<file path="config.mk">
export PLATFORM = sky130hd
export DESIGN_NAME = ecp_parallel_port
export DESIGN_NICKNAME = d
export VERILOG_FILES = /design/src/ecp_pkg.sv /design/src/ecp_parallel_port.sv
export SDC_FILE = /design/constraint.sdc
export NUM_CORES = 1
export LEC_CHECK = 0
export ABC_CLOCK_PERIOD_IN_PS = 5700
export BUFFER_PORTS_ARGS = -buffer_cell sky130_fd_sc_hd__buf_2
export CAP_MARGIN = 20
export CORE_MARGIN = 2
export CORE_UTILIZATION = 55
export DETAILED_ROUTE_END_ITERATION = 8
export PLACE_DENSITY = 0.81
export SETUP_SLACK_MARGIN = 0.3
export SLEW_MARGIN = 20
export SYNTH_ARGS = -nofsm -noshare
export SYNTH_HDL_FRONTEND = slang
export SYNTH_SLANG_ARGS = --single-unit
export TNS_END_PERCENT = 20
</file>
<file path="constraint.sdc">
create_clock -name CLK -period 5.7 [get_ports CLK]
set_clock_uncertainty 0.05 [all_clocks]
set_input_delay 0.57 -clock CLK [delete_from_list [all_inputs] [get_ports CLK]]
set_output_delay 0.57 -clock CLK [all_outputs]
set_load 0.02 [all_outputs]
</file>
<file path="src/ecp_pkg.sv">
package ecp_pkg;
  localparam int DW = 8;
  localparam int DEPTH = 16;
  localparam int PTR_W = 5;
  localparam int PIN_W = 13;
  localparam logic [10:0] OFS_DATA = 11'h000;
  localparam logic [10:0] OFS_STATUS = 11'h001;
  localparam logic [10:0] OFS_CTRL = 11'h002;
  localparam logic [10:0] OFS_QUEUE = 11'h400;
  localparam logic [10:0] OFS_CAPB = 11'h401;
  localparam logic [10:0] OFS_EXT = 11'h402;
  localparam logic [7:0] CAPA_VALUE = 8'h10;
  localparam logic [7:0] CTRL_RESET = 8'h00;
  localparam logic [7:0] DATA_RESET = 8'h00;
  localparam int CTRL_STROBE = 0;
  localparam int CTRL_ALF = 1;
  localparam int CTRL_INIT = 2;
  localparam int CTRL_SELIN = 3;
  localparam int CTRL_ACKIE = 4;
  localparam int CTRL_DIR = 5;
  localparam int EXT_EMPTY = 0;
  localparam int EXT_FULL = 1;
  localparam int EXT_SVC = 2;
  localparam int EXT_DMA = 3;
  localparam int EXT_NERRIE = 4;
  localparam int EXT_MODE_LSB = 5;
  localparam int CLK_MHZ = 40;
  localparam int SETUP_NS = 500;
  localparam int SETUP_CYC = (SETUP_NS * CLK_MHZ + 999) / 1000;
  localparam logic [5:0] SETUP_CNT = 6'(SETUP_CYC);
  typedef enum logic [2:0] {
    MODE_SPP = 3'b000,
    MODE_PS2 = 3'b001,
    MODE_COMPAT = 3'b010,
    MODE_ECP = 3'b011,
    MODE_EPP = 3'b100,
    MODE_RSVD = 3'b101,
    MODE_TEST = 3'b110,
    MODE_CONFIG = 3'b111
  } ecp_mode_type;
  typedef struct packed {
    logic cmd;
    logic [7:0] byte_v;
  } ecp_entry_type;
  typedef struct packed {
    logic nack;
    logic busy;
    logic perror;
    logic select;
    logic nfault;
    logic [7:0] pd;
  } ecp_pins_type;
endpackage

</file>
<file path="src/ecp_parallel_port.sv">
`timescale 1ns/10ps
// What this block does
// [RQ1] Every word moved over the link or the host port is one 8-bit byte.
// [RQ2] All four queues share one 16-byte store.
// [RQ3] No negotiation is done; forward and reverse bursts run on their own, with DMA requests.
// [RQ4] In the compatibility queue mode the strobe and busy handshake is generated by hardware.
// [RQ5] A received run-length byte is withheld and the next data byte is stored that many times plus one.
// [RQ6] Hardware compression is left out, and the capability word reports it as absent.
// [RQ7] Forward bytes are set up on the data lines before nStrobe asserts, interlocked with Busy.
// [RQ8] The peripheral marks valid reverse data with nAck, interlocked with the host acknowledge line.
// [RQ9] The peripheral drops Busy when it can accept a forward byte and raises it to interlock nStrobe.
// [RQ10] In reverse the peripheral uses Busy to mark a command byte or a data byte.
// [RQ11] Status and control registers answer in every mode.
// [RQ12] Bytes written to the address queue are sent as address or run-length bytes, not data.
// [RQ13] The three-bit mode field codes 000 to 111 select standard to configuration operation in order.
// [RQ14] nInit is driven low for reverse and high for forward transfers.
// [RQ15] In forward transfers the host acknowledge line tells command byte from data byte.
// [RQ16] The full and empty flags track the shared store at every moment.
module ecp_parallel_port (
  // clock and reset
  input wire logic CLK,
  input wire logic RST,
  // host register port
  input wire logic [10:0] ADDR,
  input wire logic [7:0] WDATA,
  input wire logic WR,
  input wire logic RD,
  output logic [7:0] RDATA,
  // dma handshake
  output logic DRQ,
  input wire logic DACK,
  // link data lines
  input wire logic [7:0] PD_IN,
  output logic [7:0] PD_OUT,
  output logic PD_OE,
  // link control outputs
  output logic NSTROBE,
  output logic NAUTOFD,
  output logic NINIT,
  output logic NSELECTIN,
  // link status inputs
  input wire logic BUSY,
  input wire logic NACK,
  input wire logic PERROR,
  input wire logic SELECT,
  input wire logic NFAULT
);
  typedef enum {F_IDLE, F_SETUP, F_STROBE} ecp_fwd_type;
  typedef enum {R_IDLE, R_ACK} ecp_rev_type;
  // input pins: three flops, accept when the last two agree
  logic [ecp_pkg::PIN_W-1:0] raw, s1_q, s2_q, s3_q, filt_q;
  ecp_pkg::ecp_pins_type pin;
  assign raw = {NACK, BUSY, PERROR, SELECT, NFAULT, PD_IN};
  assign pin = ecp_pkg::ecp_pins_type'(filt_q);
  always_ff @(posedge CLK or posedge RST) begin
    if (RST) begin
      s1_q <= '1; // same level as the filter, so no false low after reset
      s2_q <= '1;
      s3_q <= '1;
    end else begin
      s1_q <= raw;
      s2_q <= s1_q;
      s3_q <= s2_q;
    end
  end
  genvar gi;
  generate
    for (gi = 0; gi < ecp_pkg::PIN_W; gi++) begin : g_filt
      always_ff @(posedge CLK or posedge RST) begin
        if (RST) begin
          filt_q[gi] <= 1'b1;
        end else if (s2_q[gi] == s3_q[gi]) begin
          filt_q[gi] <= s3_q[gi];
        end
      end
    end
  endgenerate
  // registers
  logic [7:0] data_q, ctrl_q;
  logic [2:0] mode_q;
  logic nerrie_q, dma_q, svc_q;
  ecp_pkg::ecp_mode_type mode;
  assign mode = ecp_pkg::ecp_mode_type'(mode_q); // RQ13
  wire dir = ctrl_q[ecp_pkg::CTRL_DIR];
  wire sel_data = ADDR == ecp_pkg::OFS_DATA;
  wire sel_queue = (ADDR == ecp_pkg::OFS_QUEUE) | DACK;
  wire sel_ext = ADDR == ecp_pkg::OFS_EXT;
  wire wr_ctrl = WR & ~DACK & ADDR == ecp_pkg::OFS_CTRL; // RQ11
  wire wr_ext = WR & sel_ext & ~DACK;
  wire fwd_run = (mode == ecp_pkg::MODE_ECP & ~dir) | mode == ecp_pkg::MODE_COMPAT;
  wire rev_run = mode == ecp_pkg::MODE_ECP & dir;
  wire legacy = mode == ecp_pkg::MODE_SPP | mode == ecp_pkg::MODE_PS2;
  wire flush = wr_ext & WDATA[7:6] == 2'b00;
  // shared 16-byte store
  ecp_pkg::ecp_entry_type mem_q [ecp_pkg::DEPTH];
  logic [ecp_pkg::PTR_W-1:0] wp_q, rp_q;
  wire [ecp_pkg::PTR_W-1:0] used = wp_q - rp_q;
  wire q_full = used == 5'h10; // RQ16
  wire q_empty = used == 5'h00; // RQ16
  logic rev_push;
  logic [7:0] rev_byte_q;
  wire host_fwd = mode == ecp_pkg::MODE_COMPAT | (mode == ecp_pkg::MODE_ECP & ~dir) | mode == ecp_pkg::MODE_TEST;
  wire host_cmd = WR & sel_data & ~DACK & mode == ecp_pkg::MODE_ECP & ~dir; // RQ12
  wire host_dat = WR & sel_queue & host_fwd;
  wire push = (host_cmd | host_dat | rev_push) & ~q_full; // RQ2
  ecp_pkg::ecp_entry_type push_e;
  assign push_e = {~rev_push & host_cmd, rev_push ? rev_byte_q : WDATA};
  wire host_pop = RD & sel_queue & (rev_run | mode == ecp_pkg::MODE_TEST) & ~q_empty;
  logic sk_load;
  wire pop = host_pop | sk_load;
  ecp_pkg::ecp_entry_type head;
  assign head = mem_q[rp_q[3:0]];
  always_ff @(posedge CLK or posedge RST) begin
    if (RST) begin
      wp_q <= '0;
      rp_q <= '0;
    end else if (flush) begin
      wp_q <= '0;
      rp_q <= '0;
    end else begin
      if (push) begin
        wp_q <= wp_q + 5'h01;
      end
      if (pop) begin
        rp_q <= rp_q + 5'h01;
      end
    end
  end
  always_ff @(posedge CLK) begin
    if (push) begin
      mem_q[wp_q[3:0]] <= push_e;
    end
  end
  // two-entry buffer between the store and the forward engine
  ecp_pkg::ecp_entry_type sk_q [2];
  logic [1:0] sk_cnt_q;
  logic sk_take;
  wire sk_ready = sk_cnt_q != 2'd2;
  wire sk_valid = sk_cnt_q != 2'd0;
  assign sk_load = fwd_run & ~q_empty & sk_ready;
  wire [1:0] sk_widx = sk_cnt_q - {1'b0, sk_take};
  always_ff @(posedge CLK or posedge RST) begin
    if (RST) begin
      sk_cnt_q <= 2'd0;
    end else if (flush | ~fwd_run) begin
      sk_cnt_q <= 2'd0;
    end else begin
      sk_cnt_q <= sk_cnt_q + {1'b0, sk_load} - {1'b0, sk_take};
    end
  end
  always_ff @(posedge CLK) begin
    if (sk_take) begin
      sk_q[0] <= sk_q[1];
    end
    if (sk_load) begin
      sk_q[sk_widx[0]] <= head;
    end
  end
  // forward engine
  ecp_fwd_type f_q;
  logic [5:0] f_cnt_q;
  logic [7:0] f_pd_q;
  logic f_alf_q, f_nstb_q;
  assign sk_take = f_q == F_IDLE & fwd_run & sk_valid & ~pin.busy; // RQ9
  always_ff @(posedge CLK or posedge RST) begin
    if (RST) begin
      f_q <= F_IDLE;
      f_cnt_q <= 6'h00;
      f_pd_q <= 8'h00;
      f_alf_q <= 1'b1;
      f_nstb_q <= 1'b1;
    end else if (~fwd_run) begin
      f_q <= F_IDLE;
      f_nstb_q <= 1'b1;
    end else begin
      case (f_q)
        F_IDLE: begin
          if (sk_take) begin
            f_pd_q <= sk_q[0].byte_v; // RQ1
            f_alf_q <= ~sk_q[0].cmd; // RQ15
            f_cnt_q <= ecp_pkg::SETUP_CNT;
            f_q <= F_SETUP;
          end
        end
        F_SETUP: begin
          if (f_cnt_q == 6'h00) begin
            f_nstb_q <= 1'b0; // RQ7
            f_q <= F_STROBE;
          end else begin
            f_cnt_q <= f_cnt_q - 6'h01;
          end
        end
        F_STROBE: begin
          if (pin.busy) begin
            f_nstb_q <= 1'b1; // RQ4
            f_q <= F_IDLE;
          end
        end
        default: begin
          f_q <= F_IDLE;
        end
      endcase
    end
  end
  // reverse engine with run-length expansion
  ecp_rev_type r_q;
  logic r_hack_q, rle_pend_q;
  logic [7:0] rle_q, rep_q;
  assign rev_push = rep_q != 8'h00;
  always_ff @(posedge CLK or posedge RST) begin
    if (RST) begin
      r_q <= R_IDLE;
      r_hack_q <= 1'b0;
      rle_pend_q <= 1'b0;
      rle_q <= 8'h00;
      rep_q <= 8'h00;
      rev_byte_q <= 8'h00;
    end else if (~rev_run) begin
      r_q <= R_IDLE;
      r_hack_q <= 1'b0;
      rle_pend_q <= 1'b0;
      rep_q <= 8'h00;
    end else begin
      if (rev_push & ~q_full) begin
        rep_q <= rep_q - 8'h01;
      end
      case (r_q)
        R_IDLE: begin
          if (~pin.nack & ~rev_push & ~q_full) begin // RQ8
            r_hack_q <= 1'b1;
            r_q <= R_ACK;
            if (~pin.busy & ~pin.pd[7]) begin // RQ10
              rle_q <= {1'b0, pin.pd[6:0]}; // RQ5
              rle_pend_q <= 1'b1;
            end else if (pin.busy) begin
              rev_byte_q <= pin.pd;
              rep_q <= rle_pend_q ? rle_q + 8'h01 : 8'h01; // RQ5
              rle_pend_q <= 1'b0;
            end
          end
        end
        R_ACK: begin
          if (pin.nack) begin
            r_hack_q <= 1'b0;
            r_q <= R_IDLE;
          end
        end
        default: begin
          r_q <= R_IDLE;
        end
      endcase
    end
  end
  // register writes
  wire svc_set = dma_q & ((fwd_run & q_empty) | (rev_run & q_full));
  always_ff @(posedge CLK or posedge RST) begin
    if (RST) begin
      data_q <= ecp_pkg::DATA_RESET;
      ctrl_q <= ecp_pkg::CTRL_RESET;
      mode_q <= 3'h0;
      nerrie_q <= 1'b0;
      dma_q <= 1'b0;
      svc_q <= 1'b0;
    end else begin
      if (WR & sel_data & ~DACK & legacy) begin
        data_q <= WDATA;
      end
      if (wr_ctrl) begin
        ctrl_q <= {2'b00, WDATA[5:0]};
      end
      if (wr_ext) begin
        mode_q <= WDATA[7:5]; // RQ13
        nerrie_q <= WDATA[ecp_pkg::EXT_NERRIE];
        dma_q <= WDATA[ecp_pkg::EXT_DMA];
      end
      svc_q <= svc_set | (wr_ext ? WDATA[ecp_pkg::EXT_SVC] : svc_q);
    end
  end
  // register reads
  wire [7:0] status_v = {~pin.busy, pin.nack, pin.perror, pin.select, pin.nfault, 3'b000}; // RQ11
  wire [7:0] ext_v = {mode_q, nerrie_q, dma_q, svc_q, q_full, q_empty}; // RQ16
  wire [7:0] capb_v = 8'h00; // RQ6
  logic [7:0] rd_v;
  always_comb begin
    rd_v = 8'h00;
    if (sel_queue) begin
      if (mode == ecp_pkg::MODE_CONFIG & ~DACK) begin
        rd_v = ecp_pkg::CAPA_VALUE;
      end else begin
        rd_v = head.byte_v;
      end
    end else if (sel_data) begin
      rd_v = (mode == ecp_pkg::MODE_PS2 & dir) ? pin.pd : data_q;
    end else if (ADDR == ecp_pkg::OFS_STATUS) begin
      rd_v = status_v;
    end else if (ADDR == ecp_pkg::OFS_CTRL) begin
      rd_v = ctrl_q;
    end else if (ADDR == ecp_pkg::OFS_CAPB & mode == ecp_pkg::MODE_CONFIG) begin
      rd_v = capb_v;
    end else if (sel_ext) begin
      rd_v = ext_v;
    end
  end
  always_ff @(posedge CLK or posedge RST) begin
    if (RST) begin
      RDATA <= 8'h00;
    end else if (RD) begin
      RDATA <= rd_v;
    end
  end
  assign DRQ = dma_q & ((fwd_run & ~q_full) | (rev_run & ~q_empty)); // RQ3
  // link outputs
  always_ff @(posedge CLK or posedge RST) begin
    if (RST) begin
      PD_OUT <= 8'h00;
      PD_OE <= 1'b1;
      NSTROBE <= 1'b1;
      NAUTOFD <= 1'b1;
      NINIT <= 1'b0;
      NSELECTIN <= 1'b1;
    end else if (legacy) begin
      PD_OUT <= data_q;
      PD_OE <= ~(mode == ecp_pkg::MODE_PS2 & dir);
      NSTROBE <= ~ctrl_q[ecp_pkg::CTRL_STROBE];
      NAUTOFD <= ~ctrl_q[ecp_pkg::CTRL_ALF];
      NINIT <= ctrl_q[ecp_pkg::CTRL_INIT];
      NSELECTIN <= ~ctrl_q[ecp_pkg::CTRL_SELIN];
    end else begin
      PD_OUT <= f_pd_q;
      PD_OE <= ~rev_run;
      NSTROBE <= f_nstb_q;
      NAUTOFD <= mode == ecp_pkg::MODE_ECP ? (dir ? r_hack_q : f_alf_q) : ~ctrl_q[ecp_pkg::CTRL_ALF]; // RQ15
      NINIT <= mode == ecp_pkg::MODE_ECP ? ~dir : ctrl_q[ecp_pkg::CTRL_INIT]; // RQ14
      NSELECTIN <= ~ctrl_q[ecp_pkg::CTRL_SELIN];
    end
  end
endmodule

</file>
==> qor.log <==
[global_routing] grt total ovfl 0
[timing] Final period util 79.6%
[power_and_ir_drop] power density relative to cell area 326 nW/um^2
[timing] number of hold violations in the final report 0
[timing] max-slew violations 0
[min_path] Hold/Removal Path Class in -> reg
[clock_network] clock buffer depth 3
[power_and_ir_drop] internal power summed over all cells 0.00379 W
[setup_path] element type at the critical path end primary output
[clock_network] Post-CTS Setup Bufs 0
[outcome] result of the run finished, final reports clean
[global_routing] pin count of the biggest net entering global routing 118
[clock_network] H-Tree Depth 1
[power_and_ir_drop] IR Drop Worst-Case VDD 0.185 mV
[timing] slew at the pin with the worst max-slew slack 0.890 ns
[timing] setup repair after global routing missed its margin false
[power_and_ir_drop] sw frac 21.2%
[clock_network] number of buffers created by CTS 30
[synthesis] share of the yosys chip area belonging to registers 66.6%
[clock_network] source-to-sink clock delay at the later pin of the worst-skew pair 0.56 ns
[timing] Total Neg Setup Slack 0 ns
[floorplanning] number of placed I/O pins 59
[routing] total wire length after detailed routing 29700 um
[placed_design] Final Wtd Congestion 0.964
[floorplanning] horizontal die dimension 158 um
[setup_path] category of the most critical setup path reg -> out
[timing] Worst Hold Margin 0.0711 ns
[synthesis] number of enable-type register cells in the synthesized netlist 162
[setup_path] largest stage delay on the critical path 0.61 ns
[floorplanning] core area 23300 um^2
[synthesis] ys async rst share 47.9%
[floorplanning] Placement Rows 56
[routing] number of remaining DRC errors 0
[setup_path] critical path required time 5.08 ns
[final_layout] share of final-layout standard cells stronger than drive strength 1 28.6%
[flow_run] maxcap violations 0
[power_and_ir_drop] leak pwr 5.85 nW
[setup_path] library cell contributing the largest single delay on the critical path a211oi_2
[clock_network] clock slew at reported path FFs 0.06 ns
[timing] final period demand of the worst path 4.53 ns
[synthesis] count of state elements after synthesis 311
[placed_design] Detailed Place HPWL 19800 um
[routing] count of routing violations after the opening detailed-route iteration 825
[setup_path] series of cell instances along the critical path buf_4 > clkinv_1 > ha_1 > and3b_1 > or4_1 > a211oi_2 > nor2_1 > o21a_1 > buf_2
[setup_path] cells on worst reg2reg path 8
[routing] total number of vias 7822
[setup_path] r2r setup slk 1.77 ns
[power_and_ir_drop] switching power of the nets 0.00102 W
[min_path] Min-Delay Path Depth 1
[clock_network] clock root buffer clkbuf_16
[setup_path] crit start category flop
[min_path] hold-critical path endpoint s1_q[7]
[routing] Vias per Instance 5.99
[final_layout] antenna diode count 0
[clock_network] number of sinks on the clock net 311
[clock_network] post-cts repair resize count 0
[final_layout] count of nets after finishing 1016
[setup_path] start of the worst register-to-register path rp_q[1]
[global_routing] initial antenna violation count 0
[timing] f_max 221 MHz
[power_and_ir_drop] combinational share of power 5.2%
[min_path] Hold Startpoint PD_IN[7]
[power_and_ir_drop] part of the total power dissipated in sequential elements 50.9%
[setup_path] largest fanout of any net on the critical path 33
[routing] Initial DRT Pass Iterations 5
[floorplanning] die outline area 24900 um^2
[timing] final setup fails 0
[global_routing] overall global routing resource usage 24.3%
[clock_network] TritonCTS clock tree done
[synthesis] count of mapped cells out of synthesis 886
[routing] detail-routed net length per standard cell 22.8 um
[placed_design] number of I/O port buffers 58
[synthesis] ys flop type edfxtp_1
[global_routing] via count of the first global-routing pass 7775
[synthesis] synthesized area per cell 14.7 um^2
[routing] number of nets still failing antenna checks after routing 0
[synthesis] Synth Net Count 938
[clock_network] hold buffers post-CTS 0
[final_layout] number of fill cells in the layout 1622
[floorplanning] Initial Utilization 55.8%
[global_routing] global-route wire length before repair 45100 um
[final_layout] area delta synth->final 13.5%
[synthesis] synthesized area 13000 um^2
[setup_path] CP Buf/Inv Count 3
[synthesis] Synthesis Warnings 0
[setup_path] critical path's top delay family buffers and inverters
[timing] normalized max-slew margin 40.3%
[setup_path] crit path DAT 3.91 ns
[synthesis] distinct cell type count after synthesis 70
[floorplanning] y dimension of the die 158 um
[setup_path] destination of the worst register-to-register timing path mem_q[13][2]
[power_and_ir_drop] part of the total power dissipated in the clock network 43.9%
[registers in the layout, summed over array words and instances, names as in the netlist, 13 cells and up]
name	count
filt_q	13
s2_q	13
s1_q	13
mem_q	144
s3_q	13
sk_q	18
[power by group through the flow]
stage	clock [W]	sequential, W	combinational [W]
2_1_floorplan	0	0.00248	0.000156
3_5_place_dp	0	0.00249	0.000246
3_3_place_gp	0	0.00249	0.000240
6_report	0.00211	0.00245	0.000248
4_1_cts	0.00214	0.00245	0.000248
5_1_grt	0.00224	0.00245	0.000269
[area by class of cell]
type / instances / area (um^2) / area share, %
sequential: 311 / 8670 / 58.7
clock inverter: 21 / 299 / 2.02
clock buffer: 34 / 766 / 5.18
timing repair buffer: 71 / 388 / 2.63
multi-input combinational: 528 / 4160 / 28.2
tap: 319 / 399 / 2.70
inverter: 22 / 90.1 / 0.610
[stage by stage]
step	area (um^2)	setup slack, ns	std cells	power (W)	util [%]
CTS	14800	1.19	1306	0.00484	63.3
finish	14800	1.17	1306	0.00481	63.3
global placement	13700	1.95	1251	0.00273	58.7
floorplan	13000	1.17	886	0.00264	-
detailed placement	13700	1.83	1251	0.00274	58.7
global route	14800	1.04	1306	0.00496	63.3
[synthesized netlist by cell type (all sizes together), types with 4 or more instances]
cell type / n / area share, %
nand2: 119 / 3.5
mux4: 38 / 6.6
buf: 8 / 0.36
nor2: 46 / 1.5
nand2b: 5 / 0.24
a31oi: 11 / 0.53
inv: 20 / 0.58
nand3: 15 / 0.62
dfrtp: 91 / 17
nor3: 29 / 1.3
ha: 15 / 1.4
maj3: 13 / 1.0
a22oi: 5 / 0.29
nor4: 7 / 0.45
nor2b: 4 / 0.19
dfstp: 58 / 12
mux2: 57 / 5.2
nor3b: 5 / 0.33
a21oi: 23 / 0.88
edfxtp: 162 / 37
and2: 8 / 0.40
o21ai: 23 / 0.88
a211oi: 6 / 0.42
clkbuf: 17 / 0.49
and3: 16 / 0.77
mux2i: 8 / 0.62
or3: 7 / 0.34
xnor2: 14 / 0.94
xor2: 9 / 0.61
a221o: 5 / 0.38
[how the worst max path moves through the flow]
| stage | end | depth (start not counted) | slack (ns) | startpoint |
|---|---|---|---|---|
| 2_1_floorplan | NINIT | 1 | 1.17 | RST |
| 3_3_place_gp | mem_q[6][7] | 8 | 1.95 | rp_q[1] |
| 3_5_place_dp | mem_q[13][2] | 8 | 1.83 | rp_q[1] |
| 4_1_cts | DRQ | 9 | 1.19 | rp_q[1] |
| 5_1_grt | DRQ | 9 | 1.04 | rp_q[1] |
| 6_report | DRQ | 9 | 1.17 | rp_q[1] |
[metal layers]
layer	vias to the layer above	global-route usage (%)	wire length, um
met2	443	38.7	13900
met5	-	0	0
met4	0	9.39	1260
met1	3857	33.7	12000
li1	3448	-	-
met3	74	4.27	2550
[cell families after synthesis]
kind of cell	after synthesis	share of synthesized area, %
xor gates and xnor gates	24	1.73
AOI/OAI and AO/OA	98	5.07
DFF	311	66.6
and+or+nand+nor	275	10.4
adders and majority gates	28	2.44
muxes	103	12.4
buffers and inverters	47	1.48
[cell usage in the layout (no fill, tap or decap), types with 14 or more instances in the layout]
cell and instances:
and3_1 16, dfstp_2 58, nor3_1 25, mux4_2 38
a21oi_1 23, edfxtp_1 162, mux2_2 40, ha_1 15
nor2_1 45, inv_1 17, nand2_1 118, nand3_1 14
clkbuf_16 30, dfrtp_1 90, xnor2_1 14, buf_2 58
o21ai_0 19
(Power assumes the default switching activity.)
